===== src/pkg/adcsq_pkg.sv =====
/*
  Shared constants for the converter autosequencer control block: register
  addresses, field positions, reset values, timing counts and the converter
  state type. Assumes a 16-bit register port and a 100 MHz system clock.
*/
package adcsq_pkg;

  // Sizes
  localparam int unsigned DATA_W    = 16;
  localparam int unsigned ADDR_W    = 16;
  localparam int unsigned CODE_W    = 12;
  localparam int unsigned SLOT_W    = 4;
  localparam int unsigned NUM_SLOTS = 16;
  localparam int unsigned WIN_SIZE  = 16;

  // Register addresses
  localparam logic [15:0] ADDR_CTRL1      = 16'h7100;
  localparam logic [15:0] ADDR_CTRL2      = 16'h7101;
  localparam logic [15:0] ADDR_MAXCONV    = 16'h7102;
  localparam logic [15:0] ADDR_CHSEL0     = 16'h7103;
  localparam logic [15:0] ADDR_SEQ_STATUS = 16'h7107;
  localparam logic [15:0] ADDR_RES_SLOW   = 16'h7108;
  localparam logic [15:0] ADDR_CTRL3      = 16'h7118;
  localparam logic [15:0] ADDR_STATUS     = 16'h7119;
  localparam logic [15:0] ADDR_REFSEL     = 16'h711c;
  localparam logic [15:0] ADDR_RES_FAST   = 16'h0b00;

  // Reset values
  localparam logic [15:0] CTRL1_RESET   = 16'h0000;
  localparam logic [15:0] CTRL2_RESET   = 16'h0000;
  localparam logic [15:0] MAXCONV_RESET = 16'h0000;
  localparam logic [15:0] CHSEL_RESET   = 16'h0000;
  localparam logic [15:0] CTRL3_RESET   = 16'h0000;
  localparam logic [15:0] REFSEL_RESET  = 16'h0000;

  // Control 1 fields
  localparam int unsigned CTRL1_ACQ_LSB = 8;
  localparam int unsigned ACQ_W         = 4;
  localparam int unsigned CTRL1_CONT    = 6;
  localparam int unsigned CTRL1_STEP    = 5;
  localparam int unsigned CTRL1_CASC    = 4;

  // Control 2 fields
  localparam int unsigned CTRL2_PWMB_CASC = 15;
  localparam int unsigned CTRL2_RST1      = 14;
  localparam int unsigned CTRL2_SOC1      = 13;
  localparam int unsigned CTRL2_INT_EN1   = 11;
  localparam int unsigned CTRL2_INT_MODE1 = 10;
  localparam int unsigned CTRL2_EXT_EN1   = 9;
  localparam int unsigned CTRL2_PWMA_EN1  = 8;
  localparam int unsigned CTRL2_RST2      = 6;
  localparam int unsigned CTRL2_SOC2      = 5;
  localparam int unsigned CTRL2_INT_EN2   = 3;
  localparam int unsigned CTRL2_INT_MODE2 = 2;
  localparam int unsigned CTRL2_PWMB_EN2  = 0;
  localparam logic [15:0] CTRL2_PULSE_MASK = 16'h6060;

  // Maximum conversion fields
  localparam int unsigned MAXC_CASC_LSB = 0;
  localparam int unsigned MAXC_SEQ1_LSB = 0;
  localparam int unsigned MAXC_SEQ2_LSB = 4;

  // Control 3 and reference select fields
  localparam int unsigned CTRL3_CPS_LSB = 0;
  localparam int unsigned CPS_W         = 4;
  localparam int unsigned REFSEL_LSB    = 14;

  // Timing counts
  localparam logic [1:0] HSP_DIV_LAST = 2'h1;
  localparam logic [3:0] CONV_LAST    = 4'hb;

  // Transfer function
  localparam logic [27:0] FULL_SCALE_MV = 28'h0000bb8;
  localparam logic [27:0] CODE_MAX      = 28'h0000fff;

  typedef enum logic [1:0] {
    CONV_IDLE,
    CONV_ACQUIRE,
    CONV_CONVERT,
    CONV_STORE
  } adcsq_conv_state_t;

endpackage


===== src/rtl/adcsq_result_mem.sv =====
/*
  Sixteen-word result store of the converter control block.
  One write port, one read port with registered read data; single clock.
*/
`timescale 1ns/1ps
module adcsq_result_mem
(
  input  wire logic        clock,
  input  wire logic        rst_b,
  input  wire logic        wr_en,
  input  wire logic [3:0]  wr_addr,
  input  wire logic [11:0] wr_data,
  input  wire logic        rd_en,
  input  wire logic [3:0]  rd_addr,
  output logic      [11:0] rd_data
);

  logic [11:0] mem [adcsq_pkg::NUM_SLOTS];

  // Storage
  always_ff @(posedge clock)
  begin
    if (wr_en)
    begin
      mem[wr_addr] <= wr_data;
    end
  end

  // Registered read
  always_ff @(posedge clock or negedge rst_b)
  begin
    if (!rst_b)
    begin
      rd_data <= 12'h000;
    end
    else if (rd_en)
    begin
      rd_data <= mem[rd_addr];
    end
  end

endmodule // adcsq_result_mem


===== src/rtl/adcsq_control.sv =====
/*
  Autosequencer control around one 12-bit sampling converter: registers,
  two 8-slot or one 16-slot sequencer, triggers, timing and result storage.
  Assumes synchronous trigger inputs and a digitised input level in mV.
*/
// How it works
// Every slot holds any of sixteen channels; one session runs up to sixteen.
// Cascade bit joins two eight-slot sequencers into one sixteen-slot sequencer.
// In dual mode each sequencer only reaches its own eight channels.
// One converter serves the sequencers one conversion at a time.
// Each finished conversion lands in the result word of its slot.
// Code is zero at or below low level, scaled by 4096/3 V, capped 4095.
// Software, PWM pulse or external interrupt pin can start a sequence.
// End-of-sequence request fires on every end or every second end.
// Start/stop mode converts one slot per trigger.
// In dual mode PWM trigger a drives sequencer one, b drives two.
// Acquisition window has its own length field.
// Any channel may appear in several slots.
// Registers run on system clock; sequencing on fast peripheral clock enable.
// Clock enable resets low; registers reset; analog section stays powered down.
// After reset, register access waits for clock enable; enable powers analog.
// Software waits a settling time after enabling before converting.
// Halt powers analog down and keeps every register.
// Bits 15:14 of reference select choose internal or external reference.
// Results read left-justified in one window, right-justified in another.
// After its last slot a sequencer signals end and returns to its first.
`timescale 1ns/1ps
module adcsq_control
(
  input  wire logic        clock,
  input  wire logic        rst_b,
  input  wire logic [15:0] addr,
  input  wire logic [15:0] wdata,
  input  wire logic        wr,
  input  wire logic        rd,
  output logic      [15:0] rdata,
  input  wire logic        converter_clock_enable,
  input  wire logic        halt,
  input  wire logic        pwm_conversion_trigger_a,
  input  wire logic        pwm_conversion_trigger_b,
  input  wire logic        external_interrupt_two,
  input  wire logic [15:0] analog_input_voltage,
  input  wire logic [15:0] analog_low_reference,
  output logic      [3:0]  mux_channel,
  output logic             sample_hold,
  output logic             analog_power_up,
  output logic      [1:0]  reference_select,
  output logic             int_seq1,
  output logic             int_seq2
);

  logic [15:0]                    ctrl1;
  logic [15:0]                    ctrl2;
  logic [15:0]                    maxconv;
  logic [15:0]                    ctrl3;
  logic [15:0]                    refsel;
  logic [63:0]                    chsel;
  logic                           bus_on;
  logic                           wr_ok;
  logic                           casc;
  logic                           run_clk;
  logic [1:0]                     hsp_cnt;
  logic                           hsp_tick;
  logic [3:0]                     pre_cnt;
  logic                           conv_tick;
  logic [3:0]                     acq_cnt;
  logic [3:0]                     bit_cnt;
  adcsq_pkg::adcsq_conv_state_t   conv_state;
  logic                           grant_q;
  logic                           next_grant;
  logic [3:0]                     slot_q;
  logic [11:0]                    sample_code;
  logic                           finish;
  logic [1:0]                     trig;
  logic [1:0]                     seq_reset;
  logic [1:0]                     run;
  logic [1:0]                     end_of_sequence;
  logic [1:0]                     eos_cnt;
  logic [1:0]                     int_q;
  logic [3:0]                     ptr [2];
  logic [15:0]                    reg_value;
  logic [15:0]                    rdata_q;
  logic                           res_sel_q;
  logic                           left_q;
  logic                           in_slow;
  logic                           in_fast;
  logic [3:0]                     res_index;
  logic [11:0]                    mem_q;

  function automatic logic in_window(input logic [15:0] a, input logic [15:0] base);
    return (a >= base) && (a < base + 16'(adcsq_pkg::WIN_SIZE));
  endfunction

  function automatic logic [3:0] first_slot(input logic s, input logic cascade);
    return (s && !cascade) ? 4'h8 : 4'h0;
  endfunction

  function automatic logic [3:0] last_slot(input logic s, input logic cascade,
                                           input logic [15:0] mc);
    if (cascade)
      return mc[adcsq_pkg::MAXC_CASC_LSB +: 4];
    else if (s)
      return {1'b1, mc[adcsq_pkg::MAXC_SEQ2_LSB +: 3]};
    else
      return {1'b0, mc[adcsq_pkg::MAXC_SEQ1_LSB +: 3]};
  endfunction

  // Slot to channel decode
  function automatic logic [3:0] slot_channel(input logic [3:0] slot, input logic cascade,
                                              input logic [63:0] sel);
    logic [3:0] nib;
    nib = sel[{slot, 2'b00} +: 4];
    // Dual mode group limit
    return cascade ? nib : {slot[3], nib[2:0]};
  endfunction

  // Transfer function
  function automatic logic [11:0] code_of(input logic [15:0] vin, input logic [15:0] vlo);
    logic [27:0] scaled;
    logic [27:0] quo;
    scaled = {vin - vlo, 12'h000};
    quo = scaled / adcsq_pkg::FULL_SCALE_MV;
    if (vin <= vlo)
      return 12'h000;
    else if (quo > adcsq_pkg::CODE_MAX)
      return 12'hfff;
    else
      return quo[11:0];
  endfunction

  // Register access needs clock enable
  assign bus_on = converter_clock_enable;
  assign wr_ok  = wr && bus_on;
  // Cascade selection
  assign casc   = ctrl1[adcsq_pkg::CTRL1_CASC];

  // Analog section power
  assign analog_power_up = rst_b && converter_clock_enable && !halt;

  // Reference choice
  assign reference_select = refsel[adcsq_pkg::REFSEL_LSB +: 2];

  // Control registers
  always_ff @(posedge clock or negedge rst_b)
  begin
    if (!rst_b)
    begin
      ctrl1   <= adcsq_pkg::CTRL1_RESET;
      ctrl2   <= adcsq_pkg::CTRL2_RESET;
      maxconv <= adcsq_pkg::MAXCONV_RESET;
      ctrl3   <= adcsq_pkg::CTRL3_RESET;
      refsel  <= adcsq_pkg::REFSEL_RESET;
    end
    else if (wr_ok)
    begin
      case (addr)
        adcsq_pkg::ADDR_CTRL1:   ctrl1   <= wdata;
        adcsq_pkg::ADDR_CTRL2:   ctrl2   <= wdata & ~adcsq_pkg::CTRL2_PULSE_MASK;
        adcsq_pkg::ADDR_MAXCONV: maxconv <= wdata;
        adcsq_pkg::ADDR_CTRL3:   ctrl3   <= wdata;
        adcsq_pkg::ADDR_REFSEL:  refsel  <= wdata;
        default:                 ctrl1   <= ctrl1;
      endcase
    end
  end

  // Channel select registers
  for (genvar g = 0; g < 4; g++)
  begin : g_chsel
    always_ff @(posedge clock or negedge rst_b)
    begin
      if (!rst_b)
      begin
        chsel[g*16 +: 16] <= adcsq_pkg::CHSEL_RESET;
      end
      else if (wr_ok && addr == adcsq_pkg::ADDR_CHSEL0 + 16'(g))
      begin
        chsel[g*16 +: 16] <= wdata;
      end
    end
  end

  // Self-clearing commands
  always_comb
  begin
    seq_reset[0] = wr_ok && addr == adcsq_pkg::ADDR_CTRL2 && wdata[adcsq_pkg::CTRL2_RST1];
    seq_reset[1] = wr_ok && addr == adcsq_pkg::ADDR_CTRL2 && wdata[adcsq_pkg::CTRL2_RST2];
    // Start sources
    trig[0] = (wr_ok && addr == adcsq_pkg::ADDR_CTRL2 && wdata[adcsq_pkg::CTRL2_SOC1])
            || (pwm_conversion_trigger_a && ctrl2[adcsq_pkg::CTRL2_PWMA_EN1])
            || (external_interrupt_two && ctrl2[adcsq_pkg::CTRL2_EXT_EN1])
            || (casc && pwm_conversion_trigger_b && ctrl2[adcsq_pkg::CTRL2_PWMB_CASC]);
    // Separate trigger b
    trig[1] = !casc && ((wr_ok && addr == adcsq_pkg::ADDR_CTRL2
                         && wdata[adcsq_pkg::CTRL2_SOC2])
            || (pwm_conversion_trigger_b && ctrl2[adcsq_pkg::CTRL2_PWMB_EN2]));
    trig = bus_on ? trig : 2'b00;
  end

  // Fast peripheral clock enable
  // Halt freezes timing
  assign run_clk  = converter_clock_enable && !halt;
  assign hsp_tick = run_clk && hsp_cnt == adcsq_pkg::HSP_DIV_LAST;
  assign conv_tick = hsp_tick && pre_cnt == ctrl3[adcsq_pkg::CTRL3_CPS_LSB +: adcsq_pkg::CPS_W];

  always_ff @(posedge clock or negedge rst_b)
  begin
    if (!rst_b)
    begin
      hsp_cnt <= 2'h0;
      pre_cnt <= 4'h0;
    end
    else if (run_clk)
    begin
      hsp_cnt <= hsp_tick ? 2'h0 : hsp_cnt + 2'h1;
      if (hsp_tick)
      begin
        pre_cnt <= conv_tick ? 4'h0 : pre_cnt + 4'h1;
      end
    end
  end

  // Sequencers
  for (genvar s = 0; s < 2; s++)
  begin : g_seq
    logic       done_here;
    logic       at_last;
    logic [3:0] first;
    logic       int_mode;
    logic       int_en;
    assign first     = first_slot(s == 1, casc);
    assign at_last   = ptr[s] == last_slot(s == 1, casc, maxconv);
    assign done_here = finish && (grant_q == (s == 1));
    assign int_mode  = ctrl2[s == 0 ? adcsq_pkg::CTRL2_INT_MODE1 : adcsq_pkg::CTRL2_INT_MODE2];
    assign int_en    = ctrl2[s == 0 ? adcsq_pkg::CTRL2_INT_EN1 : adcsq_pkg::CTRL2_INT_EN2];
    // End of sequence
    assign end_of_sequence[s]    = done_here && at_last;

    always_ff @(posedge clock or negedge rst_b)
    begin
      if (!rst_b)
      begin
        ptr[s] <= (s == 1) ? 4'h8 : 4'h0;
        run[s] <= 1'b0;
      end
      else
      begin
        // Wrap to first slot
        if (seq_reset[s])
          ptr[s] <= first;
        else if (done_here)
          ptr[s] <= at_last ? first : ptr[s] + 4'h1;
        // Stop after one slot in start/stop mode
        if (seq_reset[s])
          run[s] <= 1'b0;
        else if (trig[s])
          run[s] <= 1'b1;
        else if (done_here && (ctrl1[adcsq_pkg::CTRL1_STEP]
                 || (at_last && !ctrl1[adcsq_pkg::CTRL1_CONT])))
          run[s] <= 1'b0;
      end
    end

    // Every or every second end
    always_ff @(posedge clock or negedge rst_b)
    begin
      if (!rst_b)
      begin
        eos_cnt[s] <= 1'b0;
        int_q[s]   <= 1'b0;
      end
      else
      begin
        int_q[s] <= end_of_sequence[s] && int_en && (!int_mode || eos_cnt[s]);
        if (seq_reset[s])
          eos_cnt[s] <= 1'b0;
        else if (end_of_sequence[s])
          eos_cnt[s] <= !eos_cnt[s];
      end
    end
  end

  assign int_seq1 = int_q[0];
  assign int_seq2 = int_q[1];

  // Sequencer one has priority for the single converter
  assign next_grant = !run[0];
  assign finish     = conv_state == adcsq_pkg::CONV_STORE;

  always_ff @(posedge clock or negedge rst_b)
  begin
    if (!rst_b)
    begin
      conv_state  <= adcsq_pkg::CONV_IDLE;
      grant_q     <= 1'b0;
      slot_q      <= 4'h0;
      mux_channel <= 4'h0;
      sample_hold <= 1'b0;
      sample_code <= 12'h000;
      acq_cnt     <= 4'h0;
      bit_cnt     <= 4'h0;
    end
    else
    begin
      case (conv_state)
        adcsq_pkg::CONV_IDLE:
        begin
          if (run_clk && (run[0] || run[1]))
          begin
            grant_q     <= next_grant;
            slot_q      <= ptr[next_grant];
            // Channel per slot, repeats allowed
            mux_channel <= slot_channel(ptr[next_grant], casc, chsel);
            sample_hold <= 1'b1;
            acq_cnt     <= 4'h0;
            conv_state  <= adcsq_pkg::CONV_ACQUIRE;
          end
        end
        adcsq_pkg::CONV_ACQUIRE:
        begin
          // Acquisition length
          if (hsp_tick)
          begin
            if (acq_cnt == ctrl1[adcsq_pkg::CTRL1_ACQ_LSB +: adcsq_pkg::ACQ_W])
            begin
              sample_hold <= 1'b0;
              sample_code <= code_of(analog_input_voltage, analog_low_reference);
              bit_cnt     <= 4'h0;
              conv_state  <= adcsq_pkg::CONV_CONVERT;
            end
            else
            begin
              acq_cnt <= acq_cnt + 4'h1;
            end
          end
        end
        adcsq_pkg::CONV_CONVERT:
        begin
          if (conv_tick)
          begin
            if (bit_cnt == adcsq_pkg::CONV_LAST)
              conv_state <= adcsq_pkg::CONV_STORE;
            else
              bit_cnt <= bit_cnt + 4'h1;
          end
        end
        default:
        begin
          conv_state <= adcsq_pkg::CONV_IDLE;
        end
      endcase
    end
  end

  // Result store per slot
  adcsq_result_mem u_results
  (
    .clock   (clock),
    .rst_b   (rst_b),
    .wr_en   (finish),
    .wr_addr (slot_q),
    .wr_data (sample_code),
    .rd_en   (rd && bus_on && (in_slow || in_fast)),
    .rd_addr (res_index),
    .rd_data (mem_q)
  );

  // Register read decode
  assign in_slow   = in_window(addr, adcsq_pkg::ADDR_RES_SLOW);
  assign in_fast   = in_window(addr, adcsq_pkg::ADDR_RES_FAST);
  assign res_index = in_slow ? 4'(addr - adcsq_pkg::ADDR_RES_SLOW) : addr[3:0];

  always_comb
  begin
    reg_value = 16'h0000;
    if (addr >= adcsq_pkg::ADDR_CHSEL0 && addr < adcsq_pkg::ADDR_SEQ_STATUS)
      reg_value = chsel[{2'(addr - adcsq_pkg::ADDR_CHSEL0), 4'h0} +: 16];
    case (addr)
      adcsq_pkg::ADDR_CTRL1:      reg_value = ctrl1;
      adcsq_pkg::ADDR_CTRL2:      reg_value = ctrl2;
      adcsq_pkg::ADDR_MAXCONV:    reg_value = maxconv;
      adcsq_pkg::ADDR_SEQ_STATUS: reg_value = {8'h00, ptr[1], ptr[0]};
      adcsq_pkg::ADDR_CTRL3:      reg_value = ctrl3;
      adcsq_pkg::ADDR_STATUS:     reg_value = {11'h000, eos_cnt,
                                               conv_state != adcsq_pkg::CONV_IDLE, run};
      adcsq_pkg::ADDR_REFSEL:     reg_value = refsel;
      default:                    reg_value = reg_value;
    endcase
  end

  always_ff @(posedge clock or negedge rst_b)
  begin
    if (!rst_b)
    begin
      rdata_q   <= 16'h0000;
      res_sel_q <= 1'b0;
      left_q    <= 1'b0;
    end
    else
    begin
      rdata_q   <= (rd && bus_on) ? reg_value : 16'h0000;
      res_sel_q <= rd && bus_on && (in_slow || in_fast);
      left_q    <= in_slow;
    end
  end

  // Two result windows
  assign rdata = res_sel_q ? (left_q ? {mem_q, 4'h0} : {4'h0, mem_q}) : rdata_q;

  a_dual_group: assert property (@(posedge clock) disable iff (!rst_b)
    (conv_state == adcsq_pkg::CONV_ACQUIRE && !casc) |-> mux_channel[3] == grant_q)
    else $error("dual mode channel outside group");

  a_single_grant: assert property (@(posedge clock) disable iff (!rst_b)
    (conv_state != adcsq_pkg::CONV_IDLE) |=> (conv_state == adcsq_pkg::CONV_IDLE
      || $stable(grant_q)))
    else $error("grant changed during conversion");

  a_code_value: assert property (@(posedge clock) disable iff (!rst_b)
    (hsp_tick && conv_state == adcsq_pkg::CONV_ACQUIRE
     && acq_cnt == ctrl1[adcsq_pkg::CTRL1_ACQ_LSB +: adcsq_pkg::ACQ_W])
    |=> conv_state == adcsq_pkg::CONV_CONVERT
        && sample_code == code_of($past(analog_input_voltage), $past(analog_low_reference)))
    else $error("sample code or acquisition end wrong");

  a_sw_start: assert property (@(posedge clock) disable iff (!rst_b)
    (wr && bus_on && addr == adcsq_pkg::ADDR_CTRL2 && wdata[adcsq_pkg::CTRL2_SOC1]
     && !wdata[adcsq_pkg::CTRL2_RST1]) |=> run[0])
    else $error("software start not taken");

  a_int_every: assert property (@(posedge clock) disable iff (!rst_b)
    (end_of_sequence[0] && ctrl2[adcsq_pkg::CTRL2_INT_EN1] && !ctrl2[adcsq_pkg::CTRL2_INT_MODE1])
    |=> int_seq1 ##1 !int_seq1)
    else $error("end of sequence request missing");

  a_eos_wrap: assert property (@(posedge clock) disable iff (!rst_b)
    (end_of_sequence[0] && !seq_reset[0]) |=> ptr[0] == first_slot(1'b0, casc))
    else $error("sequencer did not return to first slot");

  a_enable_gate: assert property (@(posedge clock) disable iff (!rst_b)
    (wr && !converter_clock_enable) |=> $stable(ctrl1) && $stable(refsel))
    else $error("register changed without clock enable");

  a_halt_power: assert property (@(posedge clock) disable iff (!rst_b)
    halt |-> !analog_power_up && !hsp_tick ##1 $stable(ctrl1))
    else $error("halt left analog powered or ticks running");

  a_conv_length: assert property (@(posedge clock) disable iff (!rst_b)
    (conv_state == adcsq_pkg::CONV_STORE) |-> $past(conv_tick)
      && $past(bit_cnt) == adcsq_pkg::CONV_LAST)
    else $error("store without full conversion");

endmodule // adcsq_control


===== config.mk =====
export PLATFORM = sky130hd
export DESIGN_NAME = adcsq_control
export DESIGN_NICKNAME = d
export VERILOG_FILES = /design/src/pkg/adcsq_pkg.sv /design/src/rtl/adcsq_result_mem.sv /design/src/rtl/adcsq_control.sv
export SDC_FILE = /design/constraint.sdc
export NUM_CORES = 1
export LEC_CHECK = 0
export BUFFER_PORTS_ARGS = -buffer_cell sky130_fd_sc_hd__buf_2
export CORE_ASPECT_RATIO = 0.8
export CORE_MARGIN = 4
export CORE_UTILIZATION = 63
export CTS_BUF_LIST = sky130_fd_sc_hd__clkbuf_4 sky130_fd_sc_hd__clkbuf_8 sky130_fd_sc_hd__clkbuf_16
export DETAILED_ROUTE_END_ITERATION = 8
export GPL_ROUTABILITY_DRIVEN = 0
export PLACE_DENSITY = 0.81
export SLEW_MARGIN = 20
export SYNTH_ARGS = -nofsm -noshare
export SYNTH_HDL_FRONTEND = slang
export SYNTH_SLANG_ARGS = --single-unit

===== constraint.sdc =====
create_clock -name clock -period 3.9 [get_ports clock]
set_clock_uncertainty 0.1 [all_clocks]
set_input_delay 0.39 -clock clock [delete_from_list [all_inputs] [get_ports clock]]
set_output_delay 0.39 -clock clock [all_outputs]
set_load 0.01 [all_outputs]

==> run_results.csv, run 1 <==
group,metric,value,unit
placed_design,dpl.hpwl,65.7,mm
synth,ys_seq_elements,414,
floorplanning,io_pins,99,
cts,cts-root-buf,"clkbuf_16",
synth,ys_warn_count,0,
synth,postSynthAreaPerCell,11.1,µm²
synth,netlist.area_leader.share,0.218,
placed_design,io_buffers,98,
global_route,grt_usage,0.821,
synth,synth-edff-count,192,
cts,clockBufferDepth,3,
placed_design,placed_area,32800,µm²
synth,synthCells,2382,
floorplanning,die_x,237,µm
synth,syn_area,26500,µm²
cts,clock-sinks,414,
cts,htree_num_levels,2,
run_status,status,"stopped before the end",
cts,cts_buffers,39,
global_route,grt-ovfl-total,450,
synth,ys_types,128,
timing,worstEpCategory,"register data pin",
synth,seq_area_frac_synth,0.428,
floorplanning,num_rows,66,
synth,yosys.area.top_type,"edfxtp_1",
placed_design,place_ws,-14.44,ns
synth,synthFlopType,"dfrtp_1",
run_status,stop_error,"[ERROR GRT-0232] Routing congestion too high. Check the congestion heatmap in the GUI.",
synth,async_flop_share,0.536,
timing,worst_endpoint,"sample_code[0]$_DFFE_PN0P_/D",
floorplanning,initial_utilization,0.645,
floorplanning,die_y,191,µm
global_route,grt_max_degree,151,
synth,synthTopCellsByArea,"edfxtp_1 22%, dfrtp_1 21%, mux4_2 7.6%",
synth,syn-num-nets,2495,
run_status,stop_stage,"global routing",
what timing repair did:
action / CTS
pin swaps: 101
resized for setup: 162
setup buffers: 75
endpoints found under the setup margin: 12
hold endpoints to repair: 72
hold buffers: 1
cells in the mapped netlist, types with 18 or more instances:
| cell type | count |
|---|---|
| nand2b_1 | 20 |
| nor4_1 | 20 |
| nor3_1 | 71 |
| buf_2 | 22 |
| mux2_2 | 176 |
| dfrtp_1 | 221 |
| o31ai_1 | 19 |
| nand4_1 | 26 |
| a21o_1 | 22 |
| xor2_1 | 40 |
| nand3_1 | 69 |
| nor2_1 | 131 |
| mux2i_1 | 48 |
| clkbuf_1 | 81 |
| edfxtp_1 | 192 |
| a31oi_1 | 35 |
| or3_1 | 18 |
| a211oi_1 | 19 |
| inv_1 | 53 |
| and2_1 | 33 |
| a22o_1 | 18 |
| ha_1 | 39 |
| a222oi_1 | 30 |
| nand2_1 | 166 |
| xnor2_1 | 70 |
| o21ai_0 | 100 |
| and3_1 | 29 |
| mux4_2 | 89 |
| o211ai_1 | 20 |
| a21oi_1 | 115 |
stage by stage:
stage | cells | hold slack, ns
CTS | 3696 | 0.132
detailed placement | 3550 | 0.299
global placement | 3550 | 0.289
floorplan | 2382 | -0.00559
cells by family after synthesis:
group                      after synthesis  share of synthesized area
xor gates and xnor gates               113                     0.0387
buffers and inverters                  179                     0.0284
and+or+nand+nor                        690                      0.135
muxes                                  317                      0.171
adders and majority gates               42                     0.0200
DFF                                    414                      0.428
AOI/OAI and AO/OA                      627                      0.179
per-layer routing:
| metal | overflow | global-route usage |
|---|---|---|
| met1 | 26 | 0.799 |
| met2 | 209 | 0.936 |
| met3 | 12 | 0.739 |
| met4 | 199 | 0.828 |
| met5 | 4 | 0.528 |
==> run 2, diff against run 1 <==
Settings changed: CORE_ASPECT_RATIO 0.8 to unset, CORE_UTILIZATION 63 to 40, CTS_BUF_LIST sky130_fd_sc_hd__clkbuf_4 sky130_fd_sc_hd__clkbuf_8 sky130_fd_sc_hd__clkbuf_16 to unset, PLACE_DENSITY 0.81 to unset, PLACE_DENSITY_LB_ADDON set to 0.15.
==> run 2 against run 1 <==
Net effect: the flow now finishes, with violations (setup timing); synthesized cell count stayed put; area after synthesis stayed put.
==> run_results.csv, run 2 <==
group,metric,value,unit
run_status,status,"finished, violations left",
run_status,failed_checks,"setup timing",
cells_and_area,fin_nets,3316,
synth,ys_types,128,
synth,synthTopCellsByArea,"edfxtp_1 22%, dfrtp_1 21%, mux4_2 7.6%",
floorplanning,initial_utilization,0.403,
global_route,grt-ovfl-total,0,
global_route,grt_max_degree,100,
synth,ys_warn_count,0,
timing,whs,0.0285,ns
cells_and_area,layout_commonest_cell,"buf_4",
synth,synthCells,2382,
global_route,grt_usage,0.232,
timing,min_period,16.76,ns
cells_and_area,reg_top3,"u_results.mem: 192 flops, chsel: 64 flops",
timing,worst_slew_pin_slew,1.04,ns
critical_path,critical_path_class,"input pin to flip-flop",
timing,hold_viol,0,
critical_path,endpoint_kind,"flip-flop",
timing,slew_viol_final,0,
synth,netlist.area_leader.share,0.218,
synth,postSynthAreaPerCell,11.1,µm²
timing,period_share,4.30,
synth,syn_area,26500,µm²
timing,fin_ws,-12.86,ns
drt,post_drt_wl_per_cell,20.5,µm
cts,clockBufferDepth,3,
floorplanning,core,65600,µm²
timing,rsz0062_at_grt,"true",
timing,max_slew_margin,0.291,
cells_and_area,final_util,0.558,
cts,htree_num_levels,2,
floorplanning,num_rows,94,
cells_and_area,drive_above_1_share,0.468,
drt,drt_iter0_markers,2073,
global_route,grt_pass1_wl,133,mm
synth,synth_commonest_cells,"221 x dfrtp_1, 192 x edfxtp_1, 176 x mux2_2",
cells_and_area,multi_input_area,15800,µm²
global_route,antenna_found_initial,0,
cells_and_area,largest_reg_flops,192,
floorplanning,die_y,265,µm
cts,clkLatencyLatePin,0.54,ns
synth,ys_seq_elements,414,
timing,setup_violations,12,
cts,cts.clk_slew.worst_paths,0.06,ns
cells_and_area,mostFrequentLayoutCells,"748 x buf_4, 221 x dfrtp_1, 192 x edfxtp_1, 173 x mux2_2, 154 x nand2_1",
timing,maxClockFrequency,0.0597,GHz
cts,cts-root-buf,"clkbuf_16",
synth,async_flop_share,0.536,
critical_path,cpPeakStageDelay,0.56,ns
min_path,hp-class,"input pin to flip-flop",
floorplanning,die_x,265,µm
cells_and_area,diodes,0,
run,cap_violations,0,
cts,clock-sinks,414,
floorplanning,io_pins,99,
critical_path,critPathRequiredTime,4.20,ns
cts,cts_buffers,39,
critical_path,slowest_stage,"or4b_4",
cells_and_area,fillCellCount,5547,
floorplanning,die_area,70300,µm²
critical_path,cp.arrival,17.06,ns
critical_path,crit_path_start_kind,"input pin",
drt,drc,0,
synth,synth.most_common_cell,"dfrtp_1",
critical_path,path_max_fanout,9,
cts,cts_tree,"built",
placed_design,dpl.hpwl,61.1,mm
cells_and_area,regMostFlops,"u_results.mem",
placed_design,io_buffers,98,
drt,ant_nets,0,
cells_and_area,area_delta_synth_final,38.4,%
synth,synth-edff-count,192,
synth,seq_area_frac_synth,0.428,
drt,wl,84.0,mm
synth,synthFlopType,"dfrtp_1",
drt,vias_per_cell,5.74,
drt,first_pass_iters,7,
synth,yosys.area.top_type,"edfxtp_1",
drt,vias,23500,
cells_and_area,seq_area,11300,µm²
global_route,grt_pass1_vias,24000,
synth,syn-num-nets,2495,
run 2: cell counts after synthesis:
Identical to the previous run, type by type.
run 2: layout make-up:
type	instances	area share
clock buffers	66	0.0333
flip-flops and latches	414	0.309
clock inverters	4	0.00130
well taps	864	0.0295
inverters	55	0.00625
repair buffers	904	0.188
multi-input cells	1789	0.433
run 2: timing repair:
item | 4_1_cts | 5_1_grt
pin swaps | 82 | 25
endpoints found under the hold margin | 94 | 0
hold buffers | 1 | 0
setup buffers | 75 | 40
endpoints found under the setup margin | 12 | 12
resized for setup | 154 | 59
run 2: cells by family (layout without fill, tap and decap cells):
| family | count (synthesis) | after routing | share of synthesized area |
|---|---|---|---|
| adder cells (fa/ha/maj) | 42 | 42 | 0.0200 |
| AO/OA/AOI/OAI | 627 | 627 | 0.179 |
| XOR/XNOR | 113 | 113 | 0.0387 |
| buffers and inverters | 179 | 1029 | 0.0284 |
| flip-flops | 414 | 414 | 0.428 |
| AND/OR/NAND/NOR | 690 | 690 | 0.135 |
| multiplexers | 317 | 317 | 0.171 |
run 2: final timing paths:
path,slack [ns],start,end,depth (start not counted)
worst max-delay path,-12.86,analog_input_voltage[0],sample_code[0],78
worst min-delay path,0.03,addr[14],left_q,3
worst max register to register,1.01,run[0],mux_channel[3],6
worst min register to register,0.38,hsp_cnt[0],hsp_cnt[0],1
max in group asynchronous,2.18,rst_b,ctrl3[2],3
min in group asynchronous,0.37,rst_b,u_results.rd_data[3],2
run 2: per-layer routing:
layer | part of all wire | up-vias | track usage
li1 | - | 11000 | -
met1 | 0.44 | 11700 | 0.321
met2 | 0.49 | 672 | 0.405
met3 | 0.045 | 125 | 0.0198
met4 | 0.020 | 0 | 0.0484
met5 | 0 | - | 0
run 2: worst max-delay path, delay by kind of cell:
kind                       cells  cell delay, ns
buffers and inverters          9            1.12
adders and majority gates      7            1.43
muxes                          4            1.23
xor gates and xnor gates       4            0.64
and+or+nand+nor               20            4.73
AOI/OAI and AO/OA             34            7.48
run 2: per-stage QoR:
stage / worst slack [ns] / area [µm²] / instances / setup TNS (ns)
final: -12.86 / 36600 / 4096 / -99.06
after global routing: -13.61 / 36600 / 4096 / -105.23
after CTS: -12.62 / 36000 / 4058 / -95.82
after detailed placement: -14.23 / 33500 / 3914 / -110.67
after global placement: -13.92 / 33500 / 3914 / -107.67
after floorplan: -14.43 / 27200 / 2382 / -107.65
Power of run 2 is not shown: default switching activity piles up to over one toggle a cycle in this logic, so the estimate is an artifact.
